$ cat src/pkg/apc_defs.vh
/*
  Constants for the alert pin conditioning block: command codes, field
  positions, reset values and glitch filter timing.
  Assumes ref_clk runs at 10 MHz and that files include this by bare name.
*/
`ifndef APC_DEFS_VH
`define APC_DEFS_VH

// ----------------------------------------------------------------------
// Command codes
// ----------------------------------------------------------------------
`define APC_CMD_CLEAR_FAULTS      8'h03
`define APC_CMD_INT_CONFIG        8'hDD
`define APC_CMD_FORCE_POLARITY    8'hDE

// ----------------------------------------------------------------------
// Reset values
// ----------------------------------------------------------------------
`define APC_INT_CONFIG_RST        16'h0000
`define APC_FORCE_POLARITY_RST    8'h00

// ----------------------------------------------------------------------
// Interrupt configuration word fields
// ----------------------------------------------------------------------
`define APC_B_BYPASS_OV           14
`define APC_B_BYPASS_UV           13
`define APC_B_BYPASS_OC           12
`define APC_A_BYPASS_OV           11
`define APC_A_BYPASS_UV           10
`define APC_A_BYPASS_OC           9
`define APC_OC_TIME_HI            8
`define APC_OC_TIME_LO            7
`define APC_UV_TIME_HI            6
`define APC_UV_TIME_LO            5
`define APC_OV_TIME_HI            4
`define APC_OV_TIME_LO            3
`define APC_OC_ON_BIT             2
`define APC_OV_ON_BIT             1
`define APC_UV_ON_BIT             0
`define APC_INT_CONFIG_MASK       16'h7FFF

// ----------------------------------------------------------------------
// Force and polarity byte fields
// ----------------------------------------------------------------------
`define APC_B_LEVEL_BIT           3
`define APC_A_LEVEL_BIT           2
`define APC_B_FORCE_BIT           1
`define APC_A_FORCE_BIT           0
`define APC_FORCE_POLARITY_MASK   8'h0F

// ----------------------------------------------------------------------
// Glitch filter timing
// ----------------------------------------------------------------------
`define APC_REF_CLK_MHZ           10
`define APC_FILT_T0_US            0
`define APC_FILT_T1_US            2
`define APC_FILT_T2_US            4
`define APC_FILT_T3_US            8
// Cycle counts are the times above at 10 MHz, sized for the filter counter
`define APC_FILT_T0_CYC           7'h00
`define APC_FILT_T1_CYC           7'h14
`define APC_FILT_T2_CYC           7'h28
`define APC_FILT_T3_CYC           7'h50
`define APC_FILT_CNT_W            7

`endif

$ cat src/design/apc_alert_top.v
/*
  Alert pin conditioning: configuration and force/polarity registers,
  shared comparator enables, glitch filters and fault latches, and the
  two alert pins (A open-drain, B push-pull).
  Assumes comparator inputs are asynchronous and that register accesses
  arrive as decoded command-code strobes from the serial front end.
*/
// Overview of operation
// - 16-bit config word, resets to zero
// - Pin B bits 14..12 choose bypass paths
// - Pin A bits 11..9 choose bypass paths
// - Filters and latches shared by both pins
// - Filter codes give 0, 2, 4, 8 us
// - Events shorter than filter time suppressed
// - Bits 8..7 set overcurrent filter time
// - Bits 6..5 set undervoltage filter time
// - Bits 4..3 set overvoltage filter time
// - Bit 2 enables overcurrent comparator
// - Bit 1 enables overvoltage comparator
// - Bit 0 enables undervoltage comparator
// - 8-bit force/polarity byte, resets to zero
// - Bits 3, 2 set pin active levels
// - Bits 1, 0 force pins active
// - Clear-faults command resets fault status
// - Pin A open-drain, pin B push-pull
// - Over-temperature latches flag until cleared
`timescale 1ns/100ps
`include "apc_defs.vh"

module apc_alert_top (
  input  wire        ref_clk,
  input  wire        rst_n,
  input  wire [7:0]  reg_cmd,
  input  wire        reg_wr,
  input  wire        reg_send,
  input  wire        reg_rd,
  input  wire [15:0] reg_wdata,
  output reg  [15:0] reg_rdata,
  output wire        reg_rvalid,
  input  wire        ov_cmp_in,
  input  wire        ot_cmp_in,
  input  wire        uv_cmp_in,
  input  wire        oc_cmp_in,
  output wire        overcurrent_comp_on,
  output wire        overvoltage_comp_on,
  output wire        undervoltage_comp_on,
  output wire        ov_flag,
  output wire        uv_flag,
  output wire        oc_flag,
  output wire        overtemp_flag,
  output wire        alert_out_a_o,
  output reg         alert_out_a_oe,
  output reg         alert_out_b
);

  // ----------------------------------------------------------------------
  // Register storage
  // ----------------------------------------------------------------------
  reg  [15:0] alert_interrupt_config;
  reg  [7:0]  alert_force_polarity;
  reg         rd_pending;

  wire        hit_config;
  wire        hit_force;
  wire        hit_clear;

  assign hit_config = (reg_cmd == `APC_CMD_INT_CONFIG);
  assign hit_force  = (reg_cmd == `APC_CMD_FORCE_POLARITY);
  assign hit_clear  = (reg_cmd == `APC_CMD_CLEAR_FAULTS);

  always @(posedge ref_clk) begin
    if (!rst_n)
      alert_interrupt_config <= `APC_INT_CONFIG_RST;
    else if (reg_wr && hit_config)
      alert_interrupt_config <= reg_wdata & `APC_INT_CONFIG_MASK;
  end

  always @(posedge ref_clk) begin
    if (!rst_n)
      alert_force_polarity <= `APC_FORCE_POLARITY_RST;
    else if (reg_wr && hit_force)
      alert_force_polarity <= reg_wdata[7:0] & `APC_FORCE_POLARITY_MASK;
  end

  // ----------------------------------------------------------------------
  // Read path
  // ----------------------------------------------------------------------
  // Unmapped codes and the write-only clear command read as zero
  always @(posedge ref_clk) begin
    if (!rst_n) begin
      reg_rdata  <= 16'h0000;
      rd_pending <= 1'b0;
    end else begin
      rd_pending <= reg_rd;
      if (reg_rd) begin
        if (hit_config)
          reg_rdata <= alert_interrupt_config;
        else if (hit_force)
          reg_rdata <= {8'h00, alert_force_polarity};
        else
          reg_rdata <= 16'h0000;
      end
    end
  end

  assign reg_rvalid = rd_pending;

  // ----------------------------------------------------------------------
  // Field decode
  // ----------------------------------------------------------------------
  wire [1:0] overcurrent_glitch_time;
  wire [1:0] undervoltage_glitch_time;
  wire [1:0] overvoltage_glitch_time;
  wire       second_pin_active_level;
  wire       first_pin_active_level;
  wire       second_pin_force;
  wire       first_pin_force;
  wire [2:0] second_pin_bypass_sel;
  wire [2:0] first_pin_bypass_sel;

  assign overcurrent_glitch_time  =
    alert_interrupt_config[`APC_OC_TIME_HI:`APC_OC_TIME_LO];
  assign undervoltage_glitch_time =
    alert_interrupt_config[`APC_UV_TIME_HI:`APC_UV_TIME_LO];
  assign overvoltage_glitch_time  =
    alert_interrupt_config[`APC_OV_TIME_HI:`APC_OV_TIME_LO];

  assign overcurrent_comp_on  = alert_interrupt_config[`APC_OC_ON_BIT];
  assign overvoltage_comp_on  = alert_interrupt_config[`APC_OV_ON_BIT];
  assign undervoltage_comp_on = alert_interrupt_config[`APC_UV_ON_BIT];

  // Pin B path selects, ordered {ov, uv, oc}
  assign second_pin_bypass_sel = {alert_interrupt_config[`APC_B_BYPASS_OV],
                                  alert_interrupt_config[`APC_B_BYPASS_UV],
                                  alert_interrupt_config[`APC_B_BYPASS_OC]};
  // Pin A path selects, ordered {ov, uv, oc}
  assign first_pin_bypass_sel  = {alert_interrupt_config[`APC_A_BYPASS_OV],
                                  alert_interrupt_config[`APC_A_BYPASS_UV],
                                  alert_interrupt_config[`APC_A_BYPASS_OC]};

  assign second_pin_active_level = alert_force_polarity[`APC_B_LEVEL_BIT];
  assign first_pin_active_level  = alert_force_polarity[`APC_A_LEVEL_BIT];
  assign second_pin_force = alert_force_polarity[`APC_B_FORCE_BIT];
  assign first_pin_force  = alert_force_polarity[`APC_A_FORCE_BIT];

  // ----------------------------------------------------------------------
  // Comparator synchronisers
  // ----------------------------------------------------------------------
  // Order {ot, ov, uv, oc}; the first stage feeds only the second
  reg [3:0] cmp_meta;
  reg [3:0] cmp_sync;

  always @(posedge ref_clk) begin
    if (!rst_n) begin
      cmp_meta <= 4'h0;
      cmp_sync <= 4'h0;
    end else begin
      cmp_meta <= {ot_cmp_in, ov_cmp_in, uv_cmp_in, oc_cmp_in};
      cmp_sync <= cmp_meta;
    end
  end

  // ----------------------------------------------------------------------
  // Enabled comparator events
  // ----------------------------------------------------------------------
  // A powered-down comparator can float, so its output is gated here too.
  // Over-temperature has its own comparator input but shares the overvoltage enable.
  wire ot_live;
  wire ov_live;
  wire uv_live;
  wire oc_live;
  wire ovot_live;

  assign ot_live   = cmp_sync[3] & overvoltage_comp_on;
  assign ov_live   = cmp_sync[2] & overvoltage_comp_on;
  assign uv_live   = cmp_sync[1] & undervoltage_comp_on;
  assign oc_live   = cmp_sync[0] & overcurrent_comp_on;
  assign ovot_live = ov_live | ot_live;

  // ----------------------------------------------------------------------
  // Shared glitch filters
  // ----------------------------------------------------------------------
  wire ov_filt;
  wire ot_filt;
  wire uv_filt;
  wire oc_filt;

  // One filter per comparator for both pins
  apc_glitch_filter u_ov_filter (
    .ref_clk   (ref_clk),
    .rst_n     (rst_n),
    .event_in  (ov_live),
    .time_sel  (overvoltage_glitch_time),
    .event_out (ov_filt)
  );

  // Over-temperature rides the overvoltage filter setting
  apc_glitch_filter u_ot_filter (
    .ref_clk   (ref_clk),
    .rst_n     (rst_n),
    .event_in  (ot_live),
    .time_sel  (overvoltage_glitch_time),
    .event_out (ot_filt)
  );

  apc_glitch_filter u_uv_filter (
    .ref_clk   (ref_clk),
    .rst_n     (rst_n),
    .event_in  (uv_live),
    .time_sel  (undervoltage_glitch_time),
    .event_out (uv_filt)
  );

  apc_glitch_filter u_oc_filter (
    .ref_clk   (ref_clk),
    .rst_n     (rst_n),
    .event_in  (oc_live),
    .time_sel  (overcurrent_glitch_time),
    .event_out (oc_filt)
  );

  // ----------------------------------------------------------------------
  // Fault latches
  // ----------------------------------------------------------------------
  // Order {ot, ov, uv, oc}. A filtered event in the same cycle as the
  // clear command keeps its bit set, so no fault is lost.
  reg  [3:0] fault_latch;
  reg  [3:0] next_fault_latch;
  wire [3:0] fault_set;
  wire       fault_clear;

  assign fault_set   = {ot_filt, ov_filt, uv_filt, oc_filt};
  assign fault_clear = reg_send && hit_clear;

  // Sticky fault bits; set wins over a clear in the same cycle
  always @* begin
    next_fault_latch = fault_latch;
    if (fault_clear)
      next_fault_latch = 4'h0;
    next_fault_latch = next_fault_latch | fault_set;
  end

  always @(posedge ref_clk) begin
    if (!rst_n)
      fault_latch <= 4'h0;
    else
      fault_latch <= next_fault_latch;
  end

  assign overtemp_flag = fault_latch[3];
  assign ov_flag       = fault_latch[2];
  assign uv_flag       = fault_latch[1];
  assign oc_flag       = fault_latch[0];

  // ----------------------------------------------------------------------
  // Per-pin path selection
  // ----------------------------------------------------------------------
  wire [2:0] latched_paths;
  wire [2:0] direct_paths;

  // Shared latches, grouped {ov/ot, uv, oc}
  assign latched_paths = {fault_latch[3] | fault_latch[2],
                          fault_latch[1], fault_latch[0]};
  assign direct_paths  = {ovot_live, uv_live, oc_live};

  function route_alert;
    input [2:0] bypass_sel;
    input [2:0] latched;
    input [2:0] direct;
    input       force_on;
    begin
      route_alert = (|(~bypass_sel & latched)) |
                    (|(bypass_sel & direct)) | force_on;
    end
  endfunction

  function pin_level;
    input asserted;
    input active_high;
    begin
      pin_level = asserted ? active_high : ~active_high;
    end
  endfunction

  wire a_asserted;
  wire b_asserted;

  assign a_asserted = route_alert(first_pin_bypass_sel, latched_paths,
                                  direct_paths, first_pin_force);
  assign b_asserted = route_alert(second_pin_bypass_sel, latched_paths,
                                  direct_paths, second_pin_force);

  // ----------------------------------------------------------------------
  // Pin drivers
  // ----------------------------------------------------------------------
  // Registered so the pins never glitch on decode changes; costs one cycle.
  // Open-drain pin A only ever pulls low, so its data is tied low and the
  // enable carries the level.
  assign alert_out_a_o = 1'b0;

  reg        next_alert_out_a_oe;
  reg        next_alert_out_b;

  always @* begin
    next_alert_out_a_oe = ~pin_level(a_asserted, first_pin_active_level);
    next_alert_out_b    = pin_level(b_asserted, second_pin_active_level);
  end

  // Open-drain and push-pull stages
  // Reset leaves both pins deasserted for the default active-low levels
  always @(posedge ref_clk) begin
    if (!rst_n) begin
      alert_out_a_oe <= 1'b0;
      alert_out_b    <= 1'b1;
    end else begin
      alert_out_a_oe <= next_alert_out_a_oe;
      alert_out_b    <= next_alert_out_b;
    end
  end

endmodule // apc_alert_top

$ cat src/design/apc_glitch_filter.v
/*
  One digital glitch filter: passes an event only after it has stood
  continuously for the selected time (0, 2, 4 or 8 us).
  Assumes event_in is already synchronous to ref_clk.
*/
`timescale 1ns/100ps
`include "apc_defs.vh"

module apc_glitch_filter (
  input  wire       ref_clk,
  input  wire       rst_n,
  input  wire       event_in,
  input  wire [1:0] time_sel,
  output reg        event_out
);

  reg [`APC_FILT_CNT_W-1:0] run_cnt;
  wire [`APC_FILT_CNT_W-1:0] limit;

  function [`APC_FILT_CNT_W-1:0] sel_to_cycles;
    input [1:0] sel;
    begin
      case (sel)
        2'h0:    sel_to_cycles = `APC_FILT_T0_CYC;
        2'h1:    sel_to_cycles = `APC_FILT_T1_CYC;
        2'h2:    sel_to_cycles = `APC_FILT_T2_CYC;
        default: sel_to_cycles = `APC_FILT_T3_CYC;
      endcase
    end
  endfunction

  assign limit = sel_to_cycles(time_sel);

  // ----------------------------------------------------------------------
  // Persistence counter
  // ----------------------------------------------------------------------
  // Suppress short events
  always @(posedge ref_clk) begin
    if (!rst_n) begin
      run_cnt   <= {`APC_FILT_CNT_W{1'b0}};
      event_out <= 1'b0;
    end else if (!event_in) begin
      // Any gap restarts the count, so only unbroken events pass
      run_cnt   <= {`APC_FILT_CNT_W{1'b0}};
      event_out <= 1'b0;
    end else begin
      if (run_cnt < limit)
        run_cnt <= run_cnt + 1'b1;
      event_out <= (run_cnt >= limit);
    end
  end

endmodule // apc_glitch_filter

$ cat config.mk
export PLATFORM = sky130hd
export DESIGN_NAME = apc_alert_top
export DESIGN_NICKNAME = d
export VERILOG_FILES = /design/src/design/apc_alert_top.v /design/src/design/apc_glitch_filter.v
export VERILOG_INCLUDE_DIRS = /design/src /design/src/pkg
export SDC_FILE = /design/constraint.sdc
export NUM_CORES = 1
export LEC_CHECK = 0
export BUFFER_PORTS_ARGS = -buffer_cell sky130_fd_sc_hd__buf_4
export CORE_AREA = 2 2 88 90
export CTS_CLUSTER_DIAMETER = 50
export DETAILED_ROUTE_END_ITERATION = 10
export DIE_AREA = 0 0 90 92
export MAX_ROUTING_LAYER = met4
export PLACE_DENSITY = 0.74
export SLEW_MARGIN = 0
export SYNTH_ARGS = -nofsm -noshare
export SYNTH_HDL_FRONTEND = slang
export SYNTH_SLANG_ARGS = --single-unit
$ cat constraint.sdc
create_clock -name ref_clk -period 2.05 [get_ports ref_clk]
set_input_delay 0.5125 -clock ref_clk [delete_from_list [all_inputs] [get_ports ref_clk]]
set_output_delay 0.5125 -clock ref_clk [all_outputs]
set_load 0.05 [all_outputs]
* Yosys cells after proc, flatten, opt, wreduce, memory -nomap -nowiden
Cells that the tools add are included.
Widths: inputs -> output; s select.
** Cells by class
- Order comparisons :: 8
- Muxes and demuxes :: 8
- Eq/ne operators :: 9
- Bitwise logic cells :: 20
- Reduce and logical (&&, ||, !) cells :: 14
- Add/subtract/negate cells :: 4
** Operators with widths (count)
- $pmux 7 s3 :: 3
- $add 7x1->7 const B :: 4
- $ge 7x7->1 :: 4
- $lt 7x7->1 :: 4
- $eq 8x8->1 const B :: 2
- $mux 15 :: 1
- $and 3x3->3 :: 4
- $reduce_or 3->1 :: 4
- $eq 8x2->1 const B :: 1
- $mux 4 :: 2
- $reduce_and 2->1 :: 4
- $eq 2x1->1 const B :: 3
- $eq 2x2->1 const B :: 3
- $logic_not 2->1 :: 3
- $not 3->3 :: 2
- $or 1x1->1 :: 6
- $and 1x1->1 :: 4
- $or 4x4->4 :: 1
- $logic_and 1x1->1 :: 3
- $not 1->1 :: 3
- $mux 1 :: 2
** Storage, ports and cells
- Input bits :: 33
- Output and inout bits :: 27
- Register bits :: 82

* Logic depth before layout (Yosys ltp)
Gate-level depths: netlist of run 1.
- Depth after elaboration :: 8
- Depth in mapped cells :: 8

* By module
From an unflattened synthesis of run 1, not the netlist that was laid out.
** Second synthesis, totals
- Cell total of the unflattened synthesis :: 462
- Area total of the unflattened synthesis :: 4022.6 um^2
** Modules (own cells, without submodules)
- apc_alert_top :: area an instance 2060.7 um^2, instances 1, sequential area each 980.9 um^2, cells an instance 222
- apc_glitch_filter :: area an instance 490.5 um^2, instances 4, sequential area each 160.2 um^2, cells an instance 60

* Worst setup path after synthesis of run 1
Ideal clock, no wire load.
- Path kind :: register to register
- From :: register alert_interrupt_config[3]
- To :: register u_ov_filter.run_cnt[5]
- Buffers on the path :: 1
- Arrival time :: 1686 ps
- Path slack :: 289 ps
- Stages on the path, launching flop included :: 9
- Path through :: dfxtp_1 -> inv_1 -> nand2_1 -> ha_1 -> nand4_1 -> o221ai_1 -> buf_2 -> or3_1 -> a21oi_1
** On the way
- Longest elaborated chain between the ends :: 3
- Elaborated cells between the ends (all ways) :: 5
- Those cells by class :: order compare (1); eq/ne (2); mux (1); reduce/logical (1)
** Ends and longest elaborated chain
- from (decl) :: line apc_alert_top.v:59 : reg [15:0] alert_interrupt_config;
- from (signal assigned) :: line apc_alert_top.v:73 : alert_interrupt_config <= `APC_INT_CONFIG_RST;
- from (signal assigned) :: line apc_alert_top.v:75 : alert_interrupt_config <= reg_wdata & `APC_INT_CONFIG_MASK;
- $eq 2x2->1 (tied with other cells) :: line apc_glitch_filter.v:23 : case (sel)
- $pmux 7 s3 (*) :: line apc_glitch_filter.v:23
- $lt 7x7->1 (*) :: line apc_glitch_filter.v:47 : if (run_cnt < limit)
- to (signal assigned) :: line apc_glitch_filter.v:40 : run_cnt <= {`APC_FILT_CNT_W{1'b0}};
- to (signal assigned) :: line apc_glitch_filter.v:44 : run_cnt <= {`APC_FILT_CNT_W{1'b0}};
- to (signal assigned) :: line apc_glitch_filter.v:48 : run_cnt <= run_cnt + 1'b1;
- to (decl) :: line apc_glitch_filter.v:17 : reg [`APC_FILT_CNT_W-1:0] run_cnt;
Mark *: on every way between the ends. The rest lies on a longest branch, timed or not.
A chain may end at the register's enable or synchronous reset.

* Final worst setup path of run 1
- From :: register alert_interrupt_config[3]
- To :: register u_ov_filter.run_cnt[3]
Same word-level chain as after synthesis.

==> metrics, run 1 <==
run status finished clean; floorplan die area slightly above 8000 um2; Reg2Reg Depth 8; Required @ worst endpoint approximately 2.3 ns; number of instances in the synthesized netlist 458; number of hold violations in the final report 0; Starting DRT DRC Count 180; core outline area 7450 um2; ranking of synthesized cells by area sky130_fd_sc_hd__dfxtp_1 42%, sky130_fd_sc_hd__ha_1 9.0%, sky130_fd_sc_hd__a21oi_1 5.6%, sky130_fd_sc_hd__o21ai_0 5.0%, sky130_fd_sc_hd__nand3_1 4.7%; capture instance of the worst register-to-register path u_ov_filter.run_cnt[3]; CTS clock-pin slew for the worst setup and hold paths 0.08 ns; post-route clock period utilization roughly 94%; kind of end point of the critical path flop; setup repair after global routing missed its margin no; Area growth syn-to-layout 19.4%; Async S/R FF share, synth 0%; Port Buffers 56; Post-CTS Setup Repair Bufs 0; Post-Synthesis Cell Area 3900 um2; routed wire length 8.31 mm; TritonCTS sink count 81; number of synthesized flops with an enable pin 0; Power Internal 2.40 mW; number of nets still failing antenna checks after routing 0; worst-path cell with the longest stage delay sky130_fd_sc_hd__dfxtp_2; number of antenna violations at the first check in global routing 0; worst hold-check slack 0.378 ns; portion of the post-synthesis area used by sequential elements 41.6%; library cell occupying the most area in the post-synthesis netlist sky130_fd_sc_hd__dfxtp_1; cell breakdown of the critical path inv_1, nand2_2, ha_1, nand4_1, o221ai_1, buf_4, or3_1, a21oi_1; worst clock skew 0.00866 ns; launching element of the worst setup path alert_interrupt_config[3]; number of buffers on the longest clock path 2; count of unresolved DRC violations after routing 0; number of maximum-capacitance violations 0; Worst-Skew Late Latency 0.34 ns; n_diodes 0; Boundary Pins 60; power share of the clock group 43.1%; CTS H-Tree Depth 3; Worst Tran Pin Value 0.530 ns; iteration count of the initial detailed-routing pass 4; floorplan die height 92 um; final critical path time including I/O delays and setup 1.93 ns; share of post-route cells with drive strength above 1 17.4%; wire length of the first global-routing pass between 10 and 15 mm; leakage power of the design 1.83 nW; Sw Pwr 656 uW; starting density of the core between 50 and 60%; power per unit of standard cell area 657 nW/um2; most instantiated cells after synthesis 81 x sky130_fd_sc_hd__dfxtp_1, 44 x sky130_fd_sc_hd__a21oi_1, 40 x sky130_fd_sc_hd__nand2_1; slack of the worst reg-to-reg path 0.12 ns; FF-to-FF Start alert_interrupt_config[3]; multi-input combinational cell area 2100 um2; total CTS buffers 9; total count of max-transition violations in the final report 0; clock tree from TritonCTS yes; startpoint types flop; largest net degree at the start of global routing 40; distinct cell type count of the synthesized netlist 46; library cell with the highest instance count after synthesis sky130_fd_sc_hd__dfxtp_1; VDD IR max 358 uV; Worst Path Arrival approximately 2.2 ns; Pwr Total 3.06 mW; maximum clock frequency 0.517 GHz; switching share of power 21.5%; detailed placer's ending HPWL slightly above 6 mm; global routing usage summed across all routing layers 20.9%; commonest register cell after synthesis sky130_fd_sc_hd__dfxtp_1; Post-layout nets between 500 and 600; worst hold-check path type in2reg; share of Yosys cell area claimed by the top area cell type 41.6%; relative slew slack between 60% and 70%; via count of the first global-routing pass between 3000 and 4000; CP Capture Point u_ov_filter.run_cnt[3]; class of the most critical setup path reg2reg; Via density 5.38; Die Span X 90 um; total via count in the routed design 3356; total congestion overflow 0; Synth Register Bits 81; total number of yosys warnings 0; Clock Root Buffer sky130_fd_sc_hd__clkbuf_8; number of filler cells placed in the layout 688; average wire length per cell after detail routing 13.3 um; non-filler instance count after layout between 600 and 700; final total negative setup slack 0 ns; number of setup violations in the final report 0; Hold-fix buffers, CTS 0; placed cell count about 610; maximum single-stage delay on the critical path ~0.35 ns; worst hold path depth 2; Rows 32; fraction of power consumed by combinational cells 4.9%; peak fanout along the critical path 10; Sequential Area 1620 um2; Post-Syn Area per Cell 8.51 um2; Routability Congestion 0.846; fraction of power consumed by sequential logic ~52%
==> critical path, delay by kind of cell (launching register included) <==
family	cells	cell delay (ns)
adders and majority gates	1	0.30
DFF	1	0.35
AOI/OAI and AO/OA	2	0.29
and+or+nand+nor	3	0.58
buffers and inverters	2	0.33
==> metal layers <==
| layer | track usage (%) | up-vias | share of wire (%) |
|---|---|---|---|
| li1 | - | 1746 | - |
| met2 | 32.9 | 69 | 46 |
| met4 | 6.41 | 0 | 0.79 |
| met5 | - | - | 0 |
| met3 | 4.93 | 8 | 4.4 |
| met1 | 27.0 | 1533 | 48 |
==> worst min-delay path by stage <==
stage             endpoint         from  slack (ns)
6_report       cmp_meta[0]    oc_cmp_in        0.38
5_1_grt        cmp_meta[0]    oc_cmp_in        0.36
4_1_cts        cmp_meta[3]    ot_cmp_in        0.37
3_5_place_dp   cmp_sync[1]  cmp_meta[1]        0.42
3_3_place_gp   cmp_sync[0]  cmp_meta[0]        0.41
2_1_floorplan  cmp_sync[0]  cmp_meta[0]        0.41
==> power by group through the flow <==
stage | Sequential, mW | Clock, mW | Combinational [mW]
finish | 1.59 | 1.32 | 0.151
CTS | 1.59 | 1.33 | 0.152
global placement | 1.63 | 0 | 0.149
global route | 1.59 | 1.41 | 0.163
detailed placement | 1.63 | 0 | 0.152
floorplan | 1.64 | 0 | 0.0671
==> sequential cells by signal, summed over array words and instances, names as in the netlist <==
register                cells
u_oc_filter.event_out       1
alert_out_a_oe              1
fault_latch                 4
u_ov_filter.event_out       1
alert_out_b                 1
cmp_sync                    4
reg_rdata                  15
u_uv_filter.run_cnt         7
reg_rvalid                  1
alert_force_polarity        4
u_ov_filter.run_cnt         7
alert_interrupt_config     15
u_uv_filter.event_out       1
cmp_meta                    4
u_ot_filter.run_cnt         7
u_ot_filter.event_out       1
u_oc_filter.run_cnt         7
==> placed cells by master, fill, tap and decap left out, drive strengths merged, types with 15 or more instances in the layout <==
cell type	count
ha	28
nand2b	15
dfxtp	81
buf	67
a21oi	44
or3	20
o21ai	40
nand2	40
nor2	26
nand3	37
inv	19
==> per-stage QoR <==
step	util [%]	instance area, um2	worst slack (ns)
final	62.5	4660	0.117
after global routing	62.5	4660	0.0141
after CTS	62.5	4650	0.0712
after detailed placement	59.4	4420	0.0936
after global placement	59.4	4420	0.154
after floorplan	-	3900	0.289
==> cell families (layout without fill, tap and decap cells) <==
family,Yosys count,after routing,synth area share [%]
flip-flops,81,81,41.6
buffers and inverters,39,102,4.65
AND/OR/NAND/NOR,181,181,24.5
AO/OA/AOI/OAI,119,119,17.9
other,1,2,0.0962
multiplexers,7,7,1.83
adder cells (fa/ha/maj),28,28,8.99
XOR/XNOR,2,2,0.449
==> layout make-up <==
type                            instances  area share (%)
Clock inverter                          5            1.67
Tap cell                              102            2.74
Inverter                               19            1.53
Clock buffer                           11            3.25
Sequential cell                        81            34.9
Multi-Input combinational cell        339            45.1
Timing Repair Buffer                   67            10.8
==> repair_timing <==
item	in CTS	in global routing
hold endpoints to repair	0	0
endpoints found under the setup margin	0	9
resized for setup	0	2
Note: power is estimated with default switching activity, not from simulation.
==> run 2, diff against run 1 <==
--- a/config.mk
+++ b/config.mk
@@ -6,14 +6,15 @@
 export SDC_FILE = /design/constraint.sdc
 export NUM_CORES = 1
 export LEC_CHECK = 0
+export ABC_AREA = 1
 export BUFFER_PORTS_ARGS = -buffer_cell sky130_fd_sc_hd__buf_4
-export CORE_AREA = 2 2 88 90
+export CORE_AREA = 2 2 92 94
 export CTS_CLUSTER_DIAMETER = 50
 export DETAILED_ROUTE_END_ITERATION = 10
-export DIE_AREA = 0 0 90 92
+export DIE_AREA = 0 0 94 96
 export MAX_ROUTING_LAYER = met4
-export PLACE_DENSITY = 0.74
-export SLEW_MARGIN = 0
+export PLACE_DENSITY = 0.73
+export SLEW_MARGIN = 20
 export SYNTH_ARGS = -nofsm -noshare
 export SYNTH_HDL_FRONTEND = slang
 export SYNTH_SLANG_ARGS = --single-unit
==> run 2 against run 1 <==
  * Utilization down 1.1 points
  * Critical path type unchanged
  * Non-clock buffer count down 8
  * Clock-buffer cell count down 2
  * Critical path depth down 2
  * Critical endpoint is now u_ov_filter.run_cnt[1]
  * Power down 1.2%
  * Worst hold slack worse by 0.048 ns
  * Clock power down 9%
  * First-iteration DRC count down 18%
  * Global-route usage up 0.91 points
==> metrics, run 2 <==
run status finished clean; ranking of synthesized cells by area sky130_fd_sc_hd__dfxtp_1 38%, sky130_fd_sc_hd__nand2_1 16%, sky130_fd_sc_hd__ha_1 8.2%, sky130_fd_sc_hd__nor2_1 7.7%, sky130_fd_sc_hd__inv_1 7.1%; Post-Synthesis Cell Area 4270 um2 (+9.5%); share of post-route cells with drive strength above 1 15.2% (-2.2 points); total number of yosys warnings 0 (unchanged); number of buffers on the longest clock path 2 (unchanged); Reg2Reg Depth 6 (-2); largest net degree at the start of global routing 32 (-20%); Routability Congestion 0.884 (+4.5%); Post-Syn Area per Cell 6.84 um2 (-20%); number of antenna violations at the first check in global routing 0 (unchanged); non-filler instance count after layout 788 (+26%); CTS clock-pin slew for the worst setup and hold paths 0.09 ns (about the same); commonest register cell after synthesis sky130_fd_sc_hd__dfxtp_1; number of instances in the synthesized netlist 624 (+36%); routed wire length 9.22 mm (+11%); most instantiated cells after synthesis 181 x sky130_fd_sc_hd__nand2_1, 87 x sky130_fd_sc_hd__nor2_1, 81 x sky130_fd_sc_hd__dfxtp_1, 81 x sky130_fd_sc_hd__inv_1; number of nets still failing antenna checks after routing 0 (unchanged); peak fanout along the critical path 7 (-3); portion of the post-synthesis area used by sequential elements 38.0% (-3.6 points); core outline area 8050 um2 (+8.1%); finished layout cell area 4950 um2 (+6.2%); floorplan die height 96 um (+4.3%); final critical path time including I/O delays and setup 1.87 ns (-0.0628 ns); Area growth syn-to-layout 15.9%; Required @ worst endpoint 2.30 ns (about the same); number of synthesized flops with an enable pin 0 (unchanged); startpoint types flop; TritonCTS sink count 81 (unchanged); leakage power of the design 2.27 nW (+24%); Worst-Skew Late Latency 0.36 ns (+0.02 ns); total congestion overflow 0 (unchanged); maximum clock frequency 0.535 GHz (+3.4%); CTS H-Tree Depth 3 (unchanged); Rows 33 (+3.1%); total count of max-transition violations in the final report 0 (unchanged); Async S/R FF share, synth 0% (unchanged); total CTS buffers 9 (unchanged); n_diodes 0 (unchanged); starting density of the core 53.0% (+0.65 points); wire length of the first global-routing pass 15.3 mm (+11%); Starting DRT DRC Count 148 (-18%); most used cells in the layout excluding fill and tap cells 181 x sky130_fd_sc_hd__nand2_1, 84 x sky130_fd_sc_hd__nor2_1, 81 x sky130_fd_sc_hd__inv_1, 81 x sky130_fd_sc_hd__dfxtp_1, 59 x sky130_fd_sc_hd__buf_4; worst hold-check path type in2reg; number of maximum-capacitance violations 0 (unchanged); Via density 4.89 (-9.0%); via count of the first global-routing pass 3520 (+14%); placed cell count 772 (+27%); Worst Path Arrival 2.12 ns (-0.08 ns); slack of the worst reg-to-reg path 0.18 ns (+0.06 ns); Port Buffers 56 (unchanged); worst hold-check slack 0.330 ns (-0.0479 ns); detailed placer's ending HPWL 6.87 mm (+12%); number of setup violations in the final report 0 (unchanged); Clock Root Buffer sky130_fd_sc_hd__clkbuf_8; clock tree from TritonCTS yes; average wire length per cell after detail routing 11.7 um (-12%); registers with the highest flip-flop counts alert_interrupt_config (15), reg_rdata (15); share of Yosys cell area claimed by the top area cell type 38.0% (-3.6 points); final core occ 61.4% (-1.1 points); library cell with the highest instance count after synthesis sky130_fd_sc_hd__nand2_1; total via count in the routed design 3857 (+15%); global routing usage summed across all routing layers 21.8% (+0.91 points); Post-CTS Setup Repair Bufs 0 (unchanged); Boundary Pins 60 (unchanged); Post-layout nets 739 (+28%); power per unit of standard cell area 611 nW/um2 (-7.0%); distinct cell type count of the synthesized netlist 29 (-37%); Synth Register Bits 81 (unchanged); worst hold path depth 3 (+1); kind of end point of the critical path flop; total placed instance area 4730 um2 (+7.0%); worst clock skew 0.00698 ns (-0.00167 ns); number of hold violations in the final report 0 (unchanged); library cell occupying the most area in the post-synthesis netlist sky130_fd_sc_hd__dfxtp_1; Die Span X 94 um (+4.4%); iteration count of the initial detailed-routing pass 5 (+1); most common library cell in the layout ignoring fill and taps sky130_fd_sc_hd__nand2_1; count of unresolved DRC violations after routing 0 (unchanged); VDD IR max 338 uV (-5.6%); post-route clock period utilization 91.2% (-3.1 points); floorplan die area 9020 um2 (+9.0%); class of the most critical setup path reg2reg
## run 2: cell types whose count changed in the layout (fill, tap and decap cells not counted), sizes merged, moves of 7 or more
cell    before  now
a31o         7    0
a21boi      11    0
nand2b      15    0
nand2       40  191
or3         20    0
inv         19   83
o21ai       40   23
nor2        26   87
buf         67   59
and2        11    1
## run 2: repair_timing
item,CTS,global route
hold buffers,0,0
endpoints found under the setup margin,0,13
hold endpoints to repair,0,0
gates resized for setup,0,3
## run 2: final cells by class
| type | count | area (um2) |
|---|---|---|
| clock buffers | 9 | 124 |
| clock inverters | 7 | 80.1 |
| fillers | 777 | 3110 |
| inverters | 82 | 308 |
| multi-input cells | 445 | 2240 |
| flip-flops and latches | 81 | 1620 |
| well taps | 105 | 131 |
| repair buffers | 59 | 443 |
## run 2: worst paths after layout
check | endpoint | startpoint
worst max register to register | u_ov_filter.run_cnt[1] | alert_interrupt_config[4]
worst max-delay path | u_ov_filter.run_cnt[1] | alert_interrupt_config[4]
worst min register to register | cmp_sync[1] | cmp_meta[1]
worst min-delay path | cmp_meta[2] | ov_cmp_in
## run 2: stage by stage
stage | setup WS, ns | power [mW] | TNS (ns)
2_1_floorplan | 0.499 | 1.78 | 0
3_3_place_gp | 0.244 | 1.86 | 0
3_5_place_dp | 0.162 | 1.86 | 0
4_1_cts | 0.140 | 3.04 | 0
5_1_grt | -0.00928 | 3.14 | -0.00928
6_report | 0.180 | 3.02 | 0
## run 2: cells by family after synthesis
logic type      count (synthesis)  synth area share [%]
simple gates                  334                  32.8
compound gates                 73                  9.44
flops                          81                  38.0
xor+xnor                        8                  1.64
other cells                     1                0.0879
buf+inv                        99                  9.82
fa+ha+maj                      28                  8.21
## run 2: power by group
group | total [mW] | switching (mW) | leakage, nW | internal, mW
Clock | 1.20 | 0.621 | 0.101 | 0.575
Combinational | 0.220 | 0.140 | 1.51 | 0.0805
Sequential | 1.61 | 0.0111 | 0.657 | 1.60
## run 2: critical path: stages, from the launching register on
cell	delay, ns
sky130_fd_sc_hd__dfxtp_1	0.43
sky130_fd_sc_hd__nand2_1	0.12
sky130_fd_sc_hd__ha_1	0.31
sky130_fd_sc_hd__a21oi_1	0.28
sky130_fd_sc_hd__nand3_1	0.29
sky130_fd_sc_hd__o21ai_0	0.27
sky130_fd_sc_hd__nor2_1	0.06
## run 2: metal layers
layer / share of wire [%] / GRT usage (%)
met5: 0 / -
met4: 1.2 / 7.13
met3: 3.4 / 3.37
met2: 49 / 37.3
met1: 47 / 26.7
